$ cat config.mk
export PLATFORM = sky130hd
export DESIGN_NAME = pit_timer
export DESIGN_NICKNAME = d
export VERILOG_FILES = /design/src/pit_pkg.sv /design/src/pit_prescaler.sv /design/src/pit_timer.sv
export SDC_FILE = /design/constraint.sdc
export NUM_CORES = 1
export LEC_CHECK = 0
export BUFFER_PORTS_ARGS = -buffer_cell sky130_fd_sc_hd__buf_2
export CAP_MARGIN = 20
export CELL_PAD_IN_SITES_DETAIL_PLACEMENT = 1
export CELL_PAD_IN_SITES_GLOBAL_PLACEMENT = 2
export CORE_AREA = 4 4 109 111
export CTS_CLUSTER_SIZE = 30
export DETAILED_ROUTE_END_ITERATION = 12
export DIE_AREA = 0 0 113 115
export PLACE_DENSITY = 0.83
export SYNTH_ARGS = -nofsm -noshare
export SYNTH_HDL_FRONTEND = slang
export SYNTH_SLANG_ARGS = --single-unit
$ cat constraint.sdc
create_clock -name pclk -period 4.9 [get_ports pclk]
set_clock_uncertainty 0.1 [all_clocks]
set_input_delay 0.49 -clock pclk [delete_from_list [all_inputs] [get_ports pclk]]
set_output_delay 0.49 -clock pclk [all_outputs]
set_load 0.02 [all_outputs]
$ cat src/pit_pkg.sv
package pit_pkg;

  // ************************************************************
  // Bus geometry
  // ************************************************************
  localparam int unsigned ADDR_W = 12;
  localparam int unsigned DATA_W = 32;

  // ************************************************************
  // Register indices and byte addresses
  // ************************************************************
  localparam logic [ADDR_W-1:0] IDX_STATUS   = 12'h04B;
  localparam logic [ADDR_W-1:0] IDX_COUNT_HI = 12'h04C;
  localparam logic [ADDR_W-1:0] IDX_COUNT_LO = 12'h04D;
  localparam logic [ADDR_W-1:0] IDX_MOD_HI   = 12'h04E;
  localparam logic [ADDR_W-1:0] IDX_MOD_LO   = 12'h04F;

  localparam logic [ADDR_W-1:0] ADDR_STATUS   = IDX_STATUS << 2;
  localparam logic [ADDR_W-1:0] ADDR_COUNT_HI = IDX_COUNT_HI << 2;
  localparam logic [ADDR_W-1:0] ADDR_COUNT_LO = IDX_COUNT_LO << 2;
  localparam logic [ADDR_W-1:0] ADDR_MOD_HI   = IDX_MOD_HI << 2;
  localparam logic [ADDR_W-1:0] ADDR_MOD_LO   = IDX_MOD_LO << 2;

  // ************************************************************
  // Status/control field positions
  // ************************************************************
  localparam int unsigned BIT_OVF   = 7;
  localparam int unsigned BIT_IE    = 6;
  localparam int unsigned BIT_HALT  = 5;
  localparam int unsigned BIT_CLR   = 4;
  localparam int unsigned PRESC_LSB = 0;
  localparam int unsigned PRESC_W   = 3;

  // ************************************************************
  // Reset values and counts
  // ************************************************************
  localparam logic [15:0]        RST_MODULO = 16'hFFFF;
  localparam logic [PRESC_W-1:0] RST_PRESC  = 3'h0;
  localparam logic               RST_HALT   = 1'b1;
  localparam int unsigned        PRE_W      = 6;
  localparam logic [2:0]         PRESC_MAX  = 3'h6;

  // ************************************************************
  // Types
  // ************************************************************
  typedef enum logic [2:0] {
    PIT_SEL_NONE    = 3'b000,
    PIT_SEL_STATUS  = 3'b001,
    PIT_SEL_COUNT_H = 3'b010,
    PIT_SEL_COUNT_L = 3'b011,
    PIT_SEL_MOD_H   = 3'b100,
    PIT_SEL_MOD_L   = 3'b101
  } pit_sel_t;

  typedef struct packed {
    logic               overflow_flag;
    logic               overflow_irq_enable;
    logic               counter_halt;
    logic [PRESC_W-1:0] prescale_select;
  } pit_ctrl_t;

  typedef struct packed {
    logic [15:0] count;
    logic [15:0] modulo;
    logic [7:0]  low_buf;
    logic        latched;
    logic        clear_armed;
    logic        mod_inhibit;
  } pit_timer_t;

  typedef struct packed {
    logic [DATA_W-1:0] prdata;
    logic              pready;
    logic              pslverr;
  } pit_apb_rsp_t;

endpackage : pit_pkg

$ cat src/pit_prescaler.sv
module pit_prescaler #(
  parameter int unsigned PRE_W = pit_pkg::PRE_W
) (
  input  wire logic       pclk,
  input  wire logic       presetn,
  input  wire logic       clk_en,
  input  wire logic       run,
  input  wire logic       clear,
  input  wire logic [2:0] select,
  output logic            tick
);

  logic [PRE_W-1:0] pre_q;
  logic [PRE_W-1:0] pre_d;
  logic [PRE_W-1:0] mask;

  // ************************************************************
  // Tap mask for a divide by two to the power of select, select capped at PRESC_MAX
  // ************************************************************
  function automatic logic [PRE_W-1:0] tap_mask(input logic [2:0] sel);
    logic [2:0]       s;
    logic [PRE_W-1:0] m;
    s = (sel > pit_pkg::PRESC_MAX) ? pit_pkg::PRESC_MAX : sel;
    m = '0;
    for (int i = 0; i < PRE_W; i++) begin
      if (i < int'(s)) begin
        m[i] = 1'b1;
      end
    end
    return m;
  endfunction : tap_mask

  always_comb begin
    mask  = tap_mask(select);
    tick  = run && ((pre_q & mask) == mask);
    pre_d = pre_q;
    if (clear) begin
      pre_d = '0;
    end else if (run) begin
      pre_d = pre_q + PRE_W'(1);
    end
  end

  always_ff @(posedge pclk or negedge presetn) begin
    if (!presetn) begin
      pre_q <= '0;
    end else if (clk_en) begin
      pre_q <= pre_d;
    end
  end

endmodule : pit_prescaler

$ cat src/pit_timer.sv
// Design decisions made here: the register addresses and the APB register port.
module pit_timer #(
  parameter int unsigned CNT_W = 16
) (
  input  wire logic                        pclk,
  input  wire logic                        presetn,
  input  wire logic                        clk_en,
  input  wire logic                        psel,
  input  wire logic                        penable,
  input  wire logic                        pwrite,
  input  wire logic [pit_pkg::ADDR_W-1:0]  paddr,
  input  wire logic [pit_pkg::DATA_W-1:0]  pwdata,
  input  wire logic [3:0]                  pstrb,
  output logic      [pit_pkg::DATA_W-1:0]  prdata,
  output logic                             pready,
  output logic                             pslverr,
  input  wire logic                        debug_break,
  input  wire logic                        stop_mode,
  output logic                             irq
);

  // ************************************************************
  // Declarations
  // ************************************************************
  pit_pkg::pit_apb_rsp_t rsp_q;
  pit_pkg::pit_apb_rsp_t rsp_d;
  pit_pkg::pit_ctrl_t    ctrl_q;
  pit_pkg::pit_ctrl_t    ctrl_d;
  pit_pkg::pit_timer_t   tmr_q;
  pit_pkg::pit_timer_t   tmr_d;
  logic                  irq_q;
  logic                  irq_d;

  pit_pkg::pit_sel_t     sel;
  logic                  setup_ph;
  logic                  access_ph;
  logic                  rd_take;
  logic                  wr_take;
  logic [7:0]            wbyte;
  logic [7:0]            rbyte;
  logic                  run;
  logic                  tick;
  logic                  wrap;
  logic                  presc_clear;
  logic                  wr_status;
  logic                  wr_mod_h;
  logic                  wr_mod_l;
  logic                  rd_status;
  logic                  rd_count_h;
  logic                  rd_count_l;
  logic                  clr_req;
  logic                  ovf_set;

  // ************************************************************
  // Address decode
  // ************************************************************
  function automatic pit_pkg::pit_sel_t decode(input logic [pit_pkg::ADDR_W-1:0] a);
    pit_pkg::pit_sel_t s;
    if (a == pit_pkg::ADDR_STATUS) begin
      s = pit_pkg::PIT_SEL_STATUS;
    end else if (a == pit_pkg::ADDR_COUNT_HI) begin
      s = pit_pkg::PIT_SEL_COUNT_H;
    end else if (a == pit_pkg::ADDR_COUNT_LO) begin
      s = pit_pkg::PIT_SEL_COUNT_L;
    end else if (a == pit_pkg::ADDR_MOD_HI) begin
      s = pit_pkg::PIT_SEL_MOD_H;
    end else if (a == pit_pkg::ADDR_MOD_LO) begin
      s = pit_pkg::PIT_SEL_MOD_L;
    end else begin
      s = pit_pkg::PIT_SEL_NONE;
    end
    return s;
  endfunction : decode

  // ************************************************************
  // Bus phase qualifiers
  // ************************************************************
  assign sel       = decode(paddr);
  assign setup_ph  = psel && !penable && !rsp_q.pready;
  assign access_ph = psel && penable && rsp_q.pready;
  // Read side effects at setup so data and buffer agree
  assign rd_take   = setup_ph && !pwrite;
  assign wr_take   = access_ph && pwrite && pstrb[0] && (sel != pit_pkg::PIT_SEL_NONE);
  assign wbyte     = pwdata[7:0];

  // ************************************************************
  // Status byte as software sees it
  // ************************************************************
  function automatic logic [7:0] status_byte(input pit_pkg::pit_ctrl_t c);
    logic [7:0] b;
    b = 8'h00;
    b[pit_pkg::BIT_OVF]  = c.overflow_flag;
    b[pit_pkg::BIT_IE]   = c.overflow_irq_enable;
    b[pit_pkg::BIT_HALT] = c.counter_halt;
    b[pit_pkg::BIT_CLR]  = 1'b0;
    b[pit_pkg::PRESC_LSB +: pit_pkg::PRESC_W] = c.prescale_select;
    return b;
  endfunction : status_byte

  // ************************************************************
  // Read data mux
  // ************************************************************
  always_comb begin
    rbyte = 8'h00;
    if (sel == pit_pkg::PIT_SEL_STATUS) begin
      rbyte = status_byte(ctrl_q);
    end else if (sel == pit_pkg::PIT_SEL_COUNT_H) begin
      rbyte = tmr_q.count[15:8];
    end else if (sel == pit_pkg::PIT_SEL_COUNT_L) begin
      rbyte = tmr_q.latched ? tmr_q.low_buf : tmr_q.count[7:0];
    end else if (sel == pit_pkg::PIT_SEL_MOD_H) begin
      rbyte = tmr_q.modulo[15:8];
    end else if (sel == pit_pkg::PIT_SEL_MOD_L) begin
      rbyte = tmr_q.modulo[7:0];
    end
  end

  // ************************************************************
  // APB slave response, no wait state
  // ************************************************************
  always_comb begin
    rsp_d         = '0;
    rsp_d.pready  = setup_ph;
    rsp_d.pslverr = setup_ph && (sel == pit_pkg::PIT_SEL_NONE);
    if (rd_take) begin
      rsp_d.prdata = {24'h000000, rbyte};
    end
  end

  always_ff @(posedge pclk or negedge presetn) begin
    if (!presetn) begin
      rsp_q <= '0;
    end else if (clk_en) begin
      rsp_q <= rsp_d;
    end
  end

  // ************************************************************
  // Prescaler
  // ************************************************************
  assign run = !ctrl_q.counter_halt && !debug_break && !stop_mode;
  assign presc_clear = clr_req;

  pit_prescaler #(
    .PRE_W   (pit_pkg::PRE_W)
  ) pit_prescaler_i (
    .pclk    (pclk),
    .presetn (presetn),
    .clk_en  (clk_en),
    .run     (run),
    .clear   (presc_clear),
    .select  (ctrl_q.prescale_select),
    .tick    (tick)
  );

  // ************************************************************
  // Access strobes
  // ************************************************************
  assign wr_status  = wr_take && (sel == pit_pkg::PIT_SEL_STATUS);
  assign wr_mod_h   = wr_take && (sel == pit_pkg::PIT_SEL_MOD_H);
  assign wr_mod_l   = wr_take && (sel == pit_pkg::PIT_SEL_MOD_L);
  assign rd_status  = rd_take && (sel == pit_pkg::PIT_SEL_STATUS);
  assign rd_count_h = rd_take && (sel == pit_pkg::PIT_SEL_COUNT_H);
  assign rd_count_l = rd_take && (sel == pit_pkg::PIT_SEL_COUNT_L);
  assign clr_req    = wr_status && wbyte[pit_pkg::BIT_CLR];
  // Overflow that reaches the flag, masked during modulo update or clear
  assign ovf_set    = wrap && !tmr_q.mod_inhibit && !clr_req;

  // ************************************************************
  // Control and flag
  // ************************************************************
  assign wrap = tick && (tmr_q.count == tmr_q.modulo);

  always_comb begin
    ctrl_d = ctrl_q;
    if (wr_status) begin
      ctrl_d.overflow_irq_enable = wbyte[pit_pkg::BIT_IE];
      ctrl_d.counter_halt        = wbyte[pit_pkg::BIT_HALT];
      ctrl_d.prescale_select     = wbyte[pit_pkg::PRESC_LSB +: pit_pkg::PRESC_W];
      // Only a zero clears, and only after an armed read
      if (!wbyte[pit_pkg::BIT_OVF] && tmr_q.clear_armed) begin
        ctrl_d.overflow_flag = 1'b0;
      end
    end
    // Overflow event wins over a flag clear in the same cycle, unless that write also sets the clear bit
    if (ovf_set) begin
      ctrl_d.overflow_flag = 1'b1;
    end
  end

  always_ff @(posedge pclk or negedge presetn) begin
    if (!presetn) begin
      ctrl_q.overflow_flag       <= 1'b0;
      ctrl_q.overflow_irq_enable <= 1'b0;
      ctrl_q.counter_halt        <= pit_pkg::RST_HALT;
      ctrl_q.prescale_select     <= pit_pkg::RST_PRESC;
    end else if (clk_en) begin
      ctrl_q <= ctrl_d;
    end
  end

  // ************************************************************
  // Counter, read buffer and modulo
  // ************************************************************
  always_comb begin
    tmr_d = tmr_q;
    // Counting
    if (tick) begin
      if (wrap) begin
        tmr_d.count = '0;
      end else begin
        tmr_d.count = tmr_q.count + 16'h0001;
      end
    end
    // Read side effects
    if (rd_status && ctrl_q.overflow_flag) begin
      tmr_d.clear_armed = 1'b1;
    end
    if (rd_count_h && !tmr_q.latched) begin
      tmr_d.low_buf = tmr_q.count[7:0];
      tmr_d.latched = 1'b1;
    end
    if (rd_count_l) begin
      tmr_d.latched = 1'b0;
    end
    // Any status write ends the clearing sequence
    if (wr_status) begin
      tmr_d.clear_armed = 1'b0;
    end
    if (clr_req) begin
      tmr_d.count   = '0;
      tmr_d.low_buf = 8'h00;
      tmr_d.latched = 1'b0;
    end
    // Modulo writes
    if (wr_mod_h) begin
      tmr_d.modulo[15:8] = wbyte;
      tmr_d.mod_inhibit  = 1'b1;
    end
    if (wr_mod_l) begin
      tmr_d.modulo[7:0]  = wbyte;
      tmr_d.mod_inhibit  = 1'b0;
    end
    // Overflow voids an armed clear
    if (ovf_set) begin
      tmr_d.clear_armed = 1'b0;
    end
  end

  always_ff @(posedge pclk or negedge presetn) begin
    if (!presetn) begin
      tmr_q.count       <= '0;
      tmr_q.modulo      <= pit_pkg::RST_MODULO;
      tmr_q.low_buf     <= 8'h00;
      tmr_q.latched     <= 1'b0;
      tmr_q.clear_armed <= 1'b0;
      tmr_q.mod_inhibit <= 1'b0;
    end else if (clk_en) begin
      tmr_q <= tmr_d;
    end
  end

  // ************************************************************
  // Interrupt request
  // ************************************************************
  always_comb begin
    irq_d = ctrl_d.overflow_flag && ctrl_d.overflow_irq_enable;
  end

  always_ff @(posedge pclk or negedge presetn) begin
    if (!presetn) begin
      irq_q <= 1'b0;
    end else if (clk_en) begin
      irq_q <= irq_d;
    end
  end

  // ************************************************************
  // Outputs
  // ************************************************************
  assign prdata  = rsp_q.prdata;
  assign pready  = rsp_q.pready;
  assign pslverr = rsp_q.pslverr;
  assign irq     = irq_q;

endmodule : pit_timer

### Word level (Yosys, flattened, before mapping)

Cells that the tools add are included.

* register bits: 90
* input port bits: 56
* output and inout bits: 35
* logic and storage cells: 126

* $add $sub $neg: 2
* magnitude comparators: 7
* eq/ne operators: 12
* muxes and demuxes: 35
* bitwise gates (word level): 1
* reductions and logical operators: 53

Operator list (number)
* $eq 12x9->1 const B: 5
* $mux 8: 7
* $mux 16: 3
* $logic_and 1x1->1: 26
* $mux 3: 6
* $mux 6: 3
* $mux 9: 2
* $reduce_and 2->1: 9
* $add 16x1->16 const B: 1
* $eq 16x16->1: 1
* $mux 1: 14
* $logic_not 1->1: 10
* $reduce_bool 3->1: 3
* $reduce_bool 2->1: 4
* $add 6x1->6 const B: 1
* $and 6x6->6: 1
* $eq 3x2->1 const B: 2
* $eq 3x3->1 const B: 2
* $eq 6x6->1: 1
* $lt 1x3->1 const A: 2
* $lt 2x3->1 const A: 2
* $lt 3x3->1 const A: 2
* $eq 3x1->1 const B: 1
* $gt 3x3->1 const B: 1
* $logic_not 3->1: 1

### Depth between registers and ports, before layout

Gate-level depths: netlist (run 1).

* depth after elaboration: 14
* gate-level depth with buffers: 9
* gate-level depth less buffers: 6

### Hierarchy

Synthesis (run 1) repeated with hierarchy kept, for this count alone.

* cells, all modules: 381
* area total of the unflattened synthesis: 3841.2 µm²

Modules (own cells, without submodules)
* pit_timer: times used 1, cells each 338, area each 3455.8 µm², seq. area each 1522.7 µm²
* pit_prescaler: times used 1, cells each 43, area each 385.4 µm², seq. area each 150.1 µm²

### Worst setup path before layout (run 1)

OpenSTA, ideal clock, no wires.

* kind: input to register
* start: input paddr[9] (netlist name)
* end: register tmr_q[9] (netlist name)
* setup time: 0.122 ns
* data arrival time: 2.008 ns
* setup slack: 2.670 ns
* cell stages on the path: 8
* cells stage by stage: nor4b_4 nand4_2 nand2b_4 buf_6 or4_1 buf_2 nand3_1 o21ai_1

* longest elaborated chain between the ends: 12

RTL lines
* start, declared: line pit_timer.sv:11 `input wire logic [pit_pkg::ADDR_W-1:0] paddr,`
* $eq 12x9->1: line pit_timer.sv:67 `end else if (a == pit_pkg::ADDR_MOD_LO) begin`
* $mux 3: line pit_timer.sv:67
* $mux 3: line pit_timer.sv:65 `end else if (a == pit_pkg::ADDR_MOD_HI) begin`
* $mux 3: line pit_timer.sv:63 `end else if (a == pit_pkg::ADDR_COUNT_LO) begin`
* $mux 3: line pit_timer.sv:61 `end else if (a == pit_pkg::ADDR_COUNT_HI) begin`
* $mux 3 (*): line pit_timer.sv:59 `if (a == pit_pkg::ADDR_STATUS) begin`
* $reduce_bool 3->1: line pit_timer.sv:83 `assign wr_take = access_ph && pwrite && pstrb[0] && (sel != pit_pkg::PIT_SEL_NONE);`
* $logic_and 1x1->1: line pit_timer.sv:83
* $logic_and 1x1->1: line pit_timer.sv:159 `assign wr_status = wr_take && (sel == pit_pkg::PIT_SEL_STATUS);`
* $logic_and 1x1->1: line pit_timer.sv:165 `assign clr_req = wr_status && wbyte[pit_pkg::BIT_CLR];`
* $reduce_bool 2->1 (no source line)
* $reduce_and 2->1 (no source line)
* end signal, assigned: line pit_timer.sv:259 `tmr_q <= tmr_d;`
* end, declared: line pit_timer.sv:29 `pit_pkg::pit_timer_t tmr_q;`

Mark *: on every way between the ends. The rest lies on a longest branch, timed or not.
A chain may end at the register's enable or synchronous reset.

### Worst setup path after layout (run 1)

* start: register tmr_q[30] (netlist name)
* end: register irq_q (netlist: irq)

* longest elaborated chain between the ends: 6

RTL lines
* $eq 16x16->1: line pit_timer.sv:172 `assign wrap = tick && (tmr_q.count == tmr_q.modulo);`
* $logic_and 1x1->1: line pit_timer.sv:172
* $logic_and 1x1->1 (2 in a row): line pit_timer.sv:167 `assign ovf_set = wrap && !tmr_q.mod_inhibit && !clr_req;`
* $mux 1: line pit_timer.sv:186 `if (ovf_set) begin`
* $logic_and 1x1->1: line pit_timer.sv:267 `irq_d = ctrl_d.overflow_flag && ctrl_d.overflow_irq_enable;`
* end signal, assigned: line pit_timer.sv:274 `irq_q <= irq_d;`
* end, declared: line pit_timer.sv:31 `logic irq_q;`

No other way between the ends.

==> summary.md, run 1 <==
| Metric | Value |
|---|---|
| Setup ws final | between 2 and 2.5 ns |
| Finish-stage setup viols | 0 |
| HP Class | input port to asynchronous set/reset pin |
| Hold slack | between 0.2 and 0.25 ns |
| Number of register bits inferred by synthesis | 66 |
| DP Area | a little over 0.004 mm^2 |
| Port Buf Inserts | 39 |
| Syn avg cell area | slightly above 10 um^2 |
| Share of cells above drive strength 1 | ~28% |
| Placed insts | ~540 |
| Post-route cell area | 0.00424 mm^2 |
| Fmax | slightly above 400 MHz |
| PD cells | 310 mW/mm^2 |
| Vias | between 2,000 and 3,000 |
| Post-cts repair resize count | 0 |
| Skew-Pair Late Insertion Delay | approximately 0.34 ns |
| Placer Congestion | approximately 0.81 |
| Total core area | 0.0108 mm^2 |
| Vias per cell | approximately 5.3 |
| Post-CTS Hold Buffers | 0 |
| Largest net degree at the start of global routing | 67 |
| Yosys cell types | 63 |
| CTS Buf Count | 9 |
| CP max FO | 8 |
| Top FF cell, synth | dfrtp_1 |
| Clock Pin Slew Worst Setup and Hold Paths | 0.07 ns |
| Post-synth ARST share | 100% |
| Detailed Route WL | around 10,000 um |
| Rows | 38 |
| Relative slew slack | a little over two fifths |
| Setup TNS | 0 ns |
| Dpl hpwl | between 7000 and 8000 um |
| Final core utilization | ~39% |
| Pwr Total | approximately 1.3 mW |
| CTS Buffer Depth | 2 |
| TritonRoute pass-1 iters | 4 |
| Ports | ~90 |
| Crit. End Element | flop |
| Synth warn | 0 |
| CTS sink count | 66 |
| Number of antenna cells inserted | 0 |
| Worst setup SP type | flop |
| Number of H-tree levels | 3 |
| Die area | ~0.013 mm^2 |
| Fin nets | around 470 |
| Peak VDD IR | between 0.1 and 0.15 mV |
| Initial core utilization | 35.5% |
| Post-synth EDFFs | 0 |
| Hold Violations, Final | 0 |
| Vias in the first global route | just over 3,000 |
| Fin cells | 553 |
| Synth cell count leaders | dfrtp_1, nand2_1, buf_4 |
| RR Startpoint | tmr_q[30] |
| Width of the die | roughly 110 um |
| DRT antenna net count | 0 |
| Leakage | between 1.5 and 2 nW |
| Final worst-path cycle share | 50.4% |
| Pins Over Slew Limit | 0 |
| First-pass GRT wire length | between 15,000 and 20,000 um |
| Largest area contributor in the netlist | dfrtp_1 |
| Max Cap Viol | 0 |
| Pre-CTS WS | approximately 2.2 ns |
| WL/cell | 18.7 um |
| Crit path DAT | between 2 and 3 ns |
| CTS tree | yes |
| Post CTS Setup Buffer Count | 0 |
| # DRC | 0 |
| Status | completed |
| Area contributors post-synth | dfrtp_1, dfstp_2, mux2_2, buf_4, xor2_1 |
| First DRT Iteration DRCs | 169 |
| Seq/Total Area, Yosys | 43.7% |
| Worst EP required | between 5 and 6 ns |
| DIE HEIGHT | between 100 and 150 um |
| CP Class | flop to flop |
| Worst R2R Path Depth | 6 |
| CTS Root Cell | clkbuf_8 |
| Post-Synthesis Cells | 375 |
| Top-count cell post-synth | dfrtp_1 |
| Mapped Area | 0.00383 mm^2 |
| Top cell type's share of synthesized area | between 30% and 40% |
| RSZ-0062 raised after global routing | false |
| Actual slew at the worst max-slew pin | between 0.8 and 0.9 ns |
| Setup crit start | tmr_q[30] |
| GRT Overall Usage | between 15 and 20% |
| Final Critical Period | around 2.5 ns |
| Area growth syn-to-layout | 10.6% |
| Initial antenna violation count | 0 |
| GRT overflow | 0 |
-- placed cells by master (no fill, tap or decap), drive strengths merged, types with 3 or more instances in the layout --
| cell type | instances |
|---|---|
| dfrtp | 49 |
| buf | 40 |
| nand2 | 34 |
| mux2 | 24 |
| conb | 24 |
| nor2 | 23 |
| xor2 | 21 |
| o21ai | 19 |
| a21oi | 18 |
| dfstp | 17 |
| nand3 | 14 |
| nand4 | 12 |
| clkbuf | 11 |
| o211ai | 9 |
| or3 | 9 |
| mux2i | 7 |
| nor4 | 7 |
| inv | 5 |
| xnor2 | 5 |
| nor3 | 5 |
| nor2b | 4 |
| a22o | 4 |
| clkinv | 4 |
| and3 | 3 |
| o31ai | 3 |
| o221ai | 3 |
| a221o | 3 |
| o2111ai | 3 |
| or2 | 3 |
-- kinds of logic (layout without fill, tap and decap cells) --
| group | after synthesis | count (layout) | share of synthesized area (%) |
|---|---|---|---|
| AO/OA/AOI/OAI | 73 | 73 | 13.1 |
| flip-flops | 66 | 66 | 43.7 |
| XOR/XNOR | 26 | 26 | 5.95 |
| AND/OR/NAND/NOR | 127 | 127 | 19.0 |
| multiplexers | 33 | 33 | 10.1 |
| buffers and inverters | 47 | 62 | 7.45 |
| adder cells (fa/ha/maj) | 2 | 2 | 0.653 |
| other | 1 | 24 | 0.0979 |
-- registers in the layout (all words and copies together) (netlist names) --
register               cells
ctrl_q                     6
prdata                     8
irq                        1
pslverr                    1
pit_prescaler_i.pre_q      6
tmr_q                     43
pready                     1
-- routing by layer --
| metal | vias to the layer above | global-route usage, % | routed length (um) |
|---|---|---|---|
| met5 | - | 0 | 0 |
| met4 | 0 | 5.53 | 219 |
| met1 | 1475 | 22.7 | 4780 |
| li1 | 1385 | - | - |
| met2 | 77 | 26.8 | 4870 |
| met3 | 12 | 3.37 | 473 |
-- critical path, stage by stage, from the launching register on --
cell,delay [ns]
dfrtp_1,0.54
xor2_1,0.23
nor4_1,0.28
nand4_1,0.19
nor4_1,0.69
a21oi_1,0.09
o31ai_1,0.26
-- power breakdown --
part	internal [mW]	switching, mW	total [mW]
registers	0.579	0.0664	0.645
clock network	0.260	0.218	0.478
logic	0.0724	0.118	0.190
total	0.912	0.402	1.31
-- layout make-up --
type	instances	area, um^2
clock buffer	11	151
clock inverter	5	52.6
fill	1240	6560
inverter	6	22.5
multi-input combinational	285	1960
sequential	66	1670
tap	140	175
timing repair buffer	40	203
-- final timing paths --
path | end | slack [ns]
min | tmr_q[8] | 0.24
min reg2reg | prdata[0] | 0.39
max reg2reg | irq | 2.43
min in group pclk | tmr_q[14] | 0.30
max in group asynchronous | tmr_q[38] | 3.89
max | irq | 2.43
(Power assumes the default switching activity.)
==> inputs of run 2 (changes only) <==
--- a/config.mk
+++ b/config.mk
@@ -5,15 +5,16 @@
 export SDC_FILE = /design/constraint.sdc
 export NUM_CORES = 1
 export LEC_CHECK = 0
+export ABC_AREA = 1
 export BUFFER_PORTS_ARGS = -buffer_cell sky130_fd_sc_hd__buf_2
 export CAP_MARGIN = 20
 export CELL_PAD_IN_SITES_DETAIL_PLACEMENT = 1
 export CELL_PAD_IN_SITES_GLOBAL_PLACEMENT = 2
-export CORE_AREA = 4 4 109 111
+export CORE_AREA = 4 4 123 125
 export CTS_CLUSTER_SIZE = 30
 export DETAILED_ROUTE_END_ITERATION = 12
-export DIE_AREA = 0 0 113 115
-export PLACE_DENSITY = 0.83
+export DIE_AREA = 0 0 127 129
+export PLACE_DENSITY = 0.8
 export SYNTH_ARGS = -nofsm -noshare
 export SYNTH_HDL_FRONTEND = slang
 export SYNTH_SLANG_ARGS = --single-unit
==> constraint.sdc (replaced) <==
create_clock -name pclk -period 2.5 [get_ports pclk]
set_clock_uncertainty 0.1 [all_clocks]
set_input_delay 0.25 -clock pclk [delete_from_list [all_inputs] [get_ports pclk]]
set_output_delay 0.25 -clock pclk [all_outputs]
set_load 0.02 [all_outputs]
==> run 2 against run 1 <==
Hold slack lost 0.18 ns. Largest cell class unchanged. Routed wire length grew 32%. Highest routed layer unchanged. First-iteration DRC count grew 34%. Die area grew 26%. Critical path depth grew 5. Fmax grew 12%. Clock power grew to 3.2 times the previous value. Sequential power grew 120%. Final cell count grew 48%. Global-route usage grew 0.81 points. Core utilization shrank 3.3 points.
==> summary.md, run 2 <==
| Metric | Value |
|---|---|
| Post CTS Setup Buffer Count | 0 (unchanged) |
| Mux contribution to synthesized area | 0% (-10 points) |
| Synth cell count leaders | nand2_1, inv_1, dfrtp_1, nand3_1, nor2_1 |
| Ports | 91 (unchanged) |
| Largest area contributor in the netlist | dfrtp_1 |
| Port Buf Inserts | 39 (unchanged) |
| Width of the die | 127 um (+12%) |
| Initial core utilization | 30.9% (-4.6 points) |
| Area contributors post-synth | dfrtp_1, nand2_1, dfstp_2, inv_1, nand3_1 |
| First-pass GRT wire length | 22,400 um (+31%) |
| Detailed Route WL | 13,600 um (+32%) |
| # DRC | 0 (unchanged) |
| Fin nets | 694 (+49%) |
| Number of register bits inferred by synthesis | 66 (unchanged) |
| Hold Path Origin | pwdata[6] |
| Placer Congestion | 0.860 (+5.6%) |
| WL/cell | 16.6 um (-11%) |
| Initial antenna violation count | 0 (unchanged) |
| Max Cap Viol | 0 (unchanged) |
| Clock Pin Slew Worst Setup and Hold Paths | 0.06 ns (about the same) |
| Share of cells above drive strength 1 | 18.3% (-9.6 points) |
| Synth warn | 0 (unchanged) |
| Status | completed |
| Post-synth EDFFs | 0 (unchanged) |
| Sw frac | 32.8% (+2.1 points) |
| Crit. End Element | flop |
| Max FFs per register | 43 (unchanged) |
| Final Critical Period | 2.21 ns (-0.258 ns) |
| Top cell type's share of synthesized area | 28.6% (-3.5 points) |
| Largest register by flop count | tmr_q |
| First DRT Iteration DRCs | 226 (+34%) |
| GRT overflow | 0 (unchanged) |
| Post-Synthesis Cells | 590 (+57%) |
| Worst R2R Path Depth | 11 (+5) |
| Setup TNS | 0 ns (unchanged) |
| Hold Violations, Final | 0 (unchanged) |
| Vias per cell | 4.78 (-10%) |
| CTS Buf Count | 9 (unchanged) |
| Actual slew at the worst max-slew pin | 0.533 ns (-0.331 ns) |
| TritonRoute pass-1 iters | 4 (unchanged) |
| Skew-Pair Late Insertion Delay | 0.34 ns (about the same) |
| Pwr Total | 3.68 mW (+180%) |
| Dpl hpwl | 10,500 um (+37%) |
| Crit path DAT | 2.33 ns (-0.29 ns) |
| Worst R2R Setup Slack | 0.29 ns (-2.14 ns) |
| Net Sw Power | 1.20 mW (+200%) |
| Vias | 3,923 (+33%) |
| WP depth | 11 (+5) |
| Xor/xnor share of the synthesized area | 4.08% (-1.9 points) |
| Final worst-path cycle share | 88.5% (+38 points) |
| Fmax | 452 MHz (+12%) |
| Top-count cell post-synth | nand2_1 |
| Pins Over Slew Limit | 0 (unchanged) |
| Seq/Total Area, Yosys | 39.0% (-4.7 points) |
| Number of antenna cells inserted | 0 (unchanged) |
| Synth Area in Adders | 0.583% (-0.071 points) |
| Finish-stage setup viols | 0 (unchanged) |
| Commonest non-fill, non-tap cell in the layout | nand2_1 |
| DP Area | 0.00463 mm^2 (+15%) |
| Synth Area in Simple Gates | 32.1% (+13 points) |
| Flop pwr share | 37.9% (-11 points) |
| Area growth syn-to-layout | 16.0% |
| Relative slew slack | 64.3% (+22 points) |
| Post-cts repair resize count | 0 (unchanged) |
| CTS Buffer Depth | 2 (unchanged) |
| Pre-CTS WS | 0.301 ns (-1.90 ns) |
| Crit path largest cell delay | 0.57 ns (-0.12 ns) |
| Comb power frac | 21.0% (+6.5 points) |
| Total core area | 0.0139 mm^2 (+29%) |
| Critical R2R Capture | tmr_q[36] |
| DRT antenna net count | 0 (unchanged) |
| Yosys cell types | 39 (-38%) |
| Most frequent cells in the layout | nand2_1, inv_1, nor2_1, nand3_1, dfrtp_1 |
| Int Power | 2.47 mW (+170%) |
| RSZ-0062 raised after global routing | false |
| Worst setup SP type | flop |
| CP Class | flop to flop |
| PD cells | 738 mW/mm^2 (+140%) |
| Clk pwr share | 41.1% (+4.7 points) |
| CP cell instances | inv_1, nand2_1, nand2_1, a21oi_1, nand2_1, nor3_2, nand3b_4, nand2_2, inv_2, nor2_4, nor2_1 |
| Peak VDD IR | 0.309 mV (+130%) |
| CTS Root Cell | clkbuf_16 |
| Die area | 0.0164 mm^2 (+26%) |
| GRT Overall Usage | 17.5% (+0.81 points) |
| Mapped Area | 0.00429 mm^2 (+12%) |
| CP max FO | 9 (+1) |
| Number of H-tree levels | 3 (unchanged) |
| Rows | 43 (+13%) |
| Post-synth ARST share | 100% (unchanged) |
| Post-CTS Hold Buffers | 1 (+1) |
| Hold Path Sink | tmr_q[25] |
| Worst EP required | 2.62 ns (-2.43 ns) |
| Leakage | 2.46 nW (+27%) |
| CTS sink count | 66 (unchanged) |
| Synth Area in Compound Gates | 11.4% (-1.7 points) |
| Syn avg cell area | 7.28 um^2 (-29%) |
| Top FF cell, synth | dfrtp_1 |
| Crit path max-delay cell type | dfstp_2 |
| DIE HEIGHT | 129 um (+12%) |
| WHS Path Cells | 3 |
| Setup ws final | 0.288 ns (-2.14 ns) |
| CTS tree | yes |
| WP buf/inv | 2 (+2) |
| HP Class | input port to flop |
| RR Startpoint | tmr_q[15] |
| Vias in the first global route | 4,155 (+34%) |
| Largest net degree at the start of global routing | 67 (unchanged) |
| Post-route cell area | 0.00498 mm^2 (+18%) |
| Cell family with most CP delay | simple AND/OR/NAND/NOR gates |
| Largest family of logic cells by synthesized area | simple AND/OR/NAND/NOR gates |
| Critical path's most frequent cell | nand2_1 |
==> run 2: changes by cell type after synthesis, sizes merged, moves of 6 or more <==
cell and change:
nor2 +39, mux2 -24, nor4 -7, xnor2 +6
nand2 +121, nand3 +40, xor2 -12, nor3 +7
o211ai -9, o21ai +39, mux2i -7, or3 -9
inv +71
==> run 2: metal layers <==
layer	global-route usage, %	wire (um)	vias up
met2	29.9	6660	61
li1	-	-	1936
met5	0	0	-
met3	2.08	418	13
met1	23.2	6410	1913
met4	5.87	159	0
==> run 2: worst reg2reg max path, cell delays in order (launching register included) <==
cell,delay (ns)
dfstp_2,0.57
inv_1,0.07
nand2_1,0.06
nand2_1,0.06
a21oi_1,0.11
nand2_1,0.08
nor3_2,0.31
nand3b_4,0.20
nand2_2,0.15
inv_2,0.07
nor2_4,0.23
nor2_1,0.07
==> run 2: stage by stage <==
step	utilization, %	hold slack, ns	cells
floorplan	-	-0.146	613
global placement	33.3	0.200	804
detailed placement	33.3	0.213	804
CTS	35.9	0.0555	821
global route	35.9	0.0792	821
finish	35.9	0.0606	821
==> run 2: cell type report <==
cell class / instances / area (um^2)
multi-input cells: 432 / 2160
clock buffers: 11 / 243
fillers: 1779 / 8900
repair buffers: 50 / 293
clock inverters: 5 / 103
flip-flops and latches: 66 / 1670
well taps: 180 / 225
inverters: 77 / 290
==> run 2: worst max path at each step <==
stage / end / startpoint / slack [ns]
floorplan: tmr_q[4] / pready / 0.73
global placement: tmr_q[36] / tmr_q[15] / 0.37
detailed placement: tmr_q[35] / tmr_q[15] / 0.30
CTS: tmr_q[29] / tmr_q[15] / 0.27
global route: tmr_q[35] / tmr_q[15] / 0.1
finish: tmr_q[36] / tmr_q[15] / 0.29
==> run 2: kinds of logic after synthesis <==
logic type,Yosys count
compound gates,90
xor+xnor,20
fa+ha+maj,2
buf+inv,115
flops,66
other cells,1
simple gates,296
==> run 2: power groups by stage <==
stage                     clock network (mW)  logic [mW]  registers [mW]
after global routing                    1.58       0.882            1.42
after detailed placement                   0       0.775            1.41
after global placement                     0       0.747            1.41
after floorplan                            0       0.564            1.33
final                                   1.51       0.771            1.39
after CTS                               1.53       0.783            1.40
==> inputs of run 3 (changes only) <==
--- a/config.mk
+++ b/config.mk
@@ -10,10 +10,11 @@
 export CAP_MARGIN = 20
 export CELL_PAD_IN_SITES_DETAIL_PLACEMENT = 1
 export CELL_PAD_IN_SITES_GLOBAL_PLACEMENT = 2
-export CORE_AREA = 4 4 123 125
+export CORE_AREA = 2 2 155 97
+export CTS_BUF_LIST = sky130_fd_sc_hd__clkbuf_16
 export CTS_CLUSTER_SIZE = 30
 export DETAILED_ROUTE_END_ITERATION = 12
-export DIE_AREA = 0 0 127 129
+export DIE_AREA = 0 0 157 99
 export PLACE_DENSITY = 0.8
 export SYNTH_ARGS = -nofsm -noshare
 export SYNTH_HDL_FRONTEND = slang
==> run 3 against run 2 <==
Setup slack improved by 0.0065 ns. Global-route usage is 2.2 points higher. Routed wire length increased by 7.5%. Final cell count grew 2.1%. Largest power group is now registers. Highest routed layer unchanged.
==> summary.md, run 3 (synthesis results as in run 2) <==
| Metric | Value |
|---|---|
| DP Area | 0.00464 mm^2 (+0.32%) |
| Rows | 34 (-21%) |
| Vias in the first global route | 4,028 (-3.1%) |
| First DRT Iteration DRCs | 243 (+7.5%) |
| CTS Buffer Depth | 2 (unchanged) |
| Placer Congestion | 0.902 (+4.9%) |
| Vias | 4,015 (+2.3%) |
| Max FFs per register | 43 (unchanged) |
| Max Cap Viol | 0 (unchanged) |
| Critical R2R Capture | tmr_q[30] |
| Comb power frac | 21.2% (+0.2 points) |
| Actual slew at the worst max-slew pin | 0.650 ns (+0.118 ns) |
| Hold slack | 0.0551 ns (-0.00549 ns) |
| Number of H-tree levels | 3 (unchanged) |
| DRT antenna net count | 0 (unchanged) |
| Ports | 91 (unchanged) |
| Placed insts | 821 (+2.1%) |
| Width of the die | 157 um (+24%) |
| Worst R2R Setup Slack | 0.29 ns (about the same) |
| RR Startpoint | tmr_q[31] |
| Worst R2R Path Depth | 11 (unchanged) |
| Sw frac | 34.7% (+2.0 points) |
| Most frequent cells in the layout | nand2_1, inv_1, nor2_1, nand3_1, dfrtp_1 |
| Int Power | 2.32 mW (-6.2%) |
| GRT Overall Usage | 19.7% (+2.2 points) |
| Crit. End Element | flop |
| Hold Violations, Final | 0 (unchanged) |
| PD cells | 715 mW/mm^2 (-3.1%) |
| # DRC | 0 (unchanged) |
| Fmax | 453 MHz (+0.29%) |
| Die area | 0.0155 mm^2 (-5.1%) |
| Final worst-path cycle share | 88.2% (-0.26 points) |
| CTS Buf Count | 9 (unchanged) |
| Commonest non-fill, non-tap cell in the layout | nand2_1 |
| Clk pwr share | 39.0% (-2.1 points) |
| Status | completed |
| Fin nets | 693 (-0.14%) |
| Leakage | 2.44 nW (-0.60%) |
| Dpl hpwl | 11,200 um (+7.2%) |
| Initial core utilization | 30.5% (-0.44 points) |
| Finish-stage setup viols | 0 (unchanged) |
| Flop pwr share | 39.9% (+2.0 points) |
| Post-route cell area | 0.00497 mm^2 (-0.25%) |
| Hold Path Origin | pwdata[3] |
| Detailed Route WL | 14,700 um (+7.5%) |
| Number of antenna cells inserted | 0 (unchanged) |
| Clock Pin Slew Worst Setup and Hold Paths | 0.06 ns (about the same) |
| Pins Over Slew Limit | 0 (unchanged) |
| Port Buf Inserts | 39 (unchanged) |
| TritonRoute pass-1 iters | 5 (+1) |
| Final Critical Period | 2.21 ns (-0.00646 ns) |
| First-pass GRT wire length | 22,900 um (+2.2%) |
| Vias per cell | 4.79 (+0.27%) |
| Largest register by flop count | tmr_q |
| Initial antenna violation count | 0 (unchanged) |
| Fin cells | 838 (+2.1%) |
| CP Class | flop to flop |
| DIE HEIGHT | 99 um (-23%) |
| CP max FO | 9 (unchanged) |
| Worst EP required | 2.62 ns (about the same) |
| Net Sw Power | 1.23 mW (+2.5%) |
| Share of cells above drive strength 1 | 18.0% (-0.28 points) |
| Area growth syn-to-layout | 15.7% |
| GRT overflow | 0 (unchanged) |
| CTS tree | yes |
| WL/cell | 17.5 um (+5.3%) |
| HP Class | input port to flop |
| Total core area | 0.0141 mm^2 (+1.4%) |
| Peak VDD IR | 0.272 mV (-12%) |
| WHS Path Cells | 3 (unchanged) |
| CTS Root Cell | clkbuf_16 |
| Worst setup SP type | flop |
| Skew-Pair Late Insertion Delay | 0.35 ns (about the same) |
| Relative slew slack | 56.4% (-7.9 points) |
| Largest net degree at the start of global routing | 30 (-55%) |
| CTS sink count | 66 (unchanged) |
| Setup TNS | 0 ns (unchanged) |
| RSZ-0062 raised after global routing | false |
| Crit path DAT | 2.33 ns (about the same) |
| Hold Path Sink | tmr_q[22] |
-- run 3: final cells by class --
| cell class | count | area, um^2 |
|---|---|---|
| clock buffers | 9 | 225 |
| multi-input cells | 432 | 2160 |
| inverters | 77 | 290 |
| clock inverters | 7 | 87.6 |
| well taps | 198 | 248 |
| repair buffers | 49 | 285 |
| flip-flops and latches | 66 | 1670 |
| fillers | 1793 | 9110 |
-- run 3: metrics by stage --
| step | setup slack [ns] | utilization, % | total power, mW |
|---|---|---|---|
| 6_report | 0.294 | 35.3 | 3.55 |
| 3_5_place_dp | 0.280 | 33.0 | 2.17 |
| 2_1_floorplan | 0.735 | - | 1.90 |
| 4_1_cts | 0.275 | 35.3 | 3.57 |
| 5_1_grt | 0.101 | 35.3 | 3.74 |
| 3_3_place_gp | 0.307 | 33.0 | 2.14 |
-- run 3: how the worst max path moves through the flow --
stage,from,to,slack [ns],depth (start not counted)
final,tmr_q[31],tmr_q[30],0.29,11
after detailed placement,paddr[1],pit_prescaler_i.pre_q[2],0.28,11
after floorplan,pready,tmr_q[4],0.73,9
after CTS,tmr_q[28],tmr_q[37],0.28,11
after global placement,tmr_q[28],tmr_q[37],0.31,10
after global routing,tmr_q[28],tmr_q[37],0.10,11
-- run 3: critical path: stages (launching register included) --
cell and delay [ns]:
dfrtp_1 0.52, inv_1 0.18, nand2_1 0.10, nand2_1 0.07, a21oi_1 0.12, nand2_1 0.08, nor3_2 0.22, nand3b_4 0.16
nand2_2 0.14, inv_2 0.08, nor2_4 0.24, nor2_1 0.08
-- run 3: timing repair --
| item | CTS | global route |
|---|---|---|
| setup buffers | 0 | 0 |
| setup endpoints to repair | 0 | 1 |
| endpoints found under the hold margin | 20 | 0 |
| gates resized for setup | 0 | 1 |
| hold buffers | 1 | 0 |
-- run 3: power by group through the flow --
stage	Clock [mW]	Sequential [mW]	Combinational, mW
finish	1.38	1.42	0.752
detailed placement	0	1.43	0.737
global route	1.44	1.43	0.858
CTS	1.40	1.42	0.751
floorplan	0	1.33	0.564
global placement	0	1.42	0.718
-- run 3: metal layers --
| metal | vias up | routed length (um) | track usage [%] |
|---|---|---|---|
| met4 | 0 | 195 | 5.58 |
| met1 | 1946 | 7800 | 30.6 |
| met5 | - | 0 | 0 |
| met2 | 122 | 5870 | 27.2 |
| li1 | 1929 | - | - |
| met3 | 18 | 813 | 3.87 |
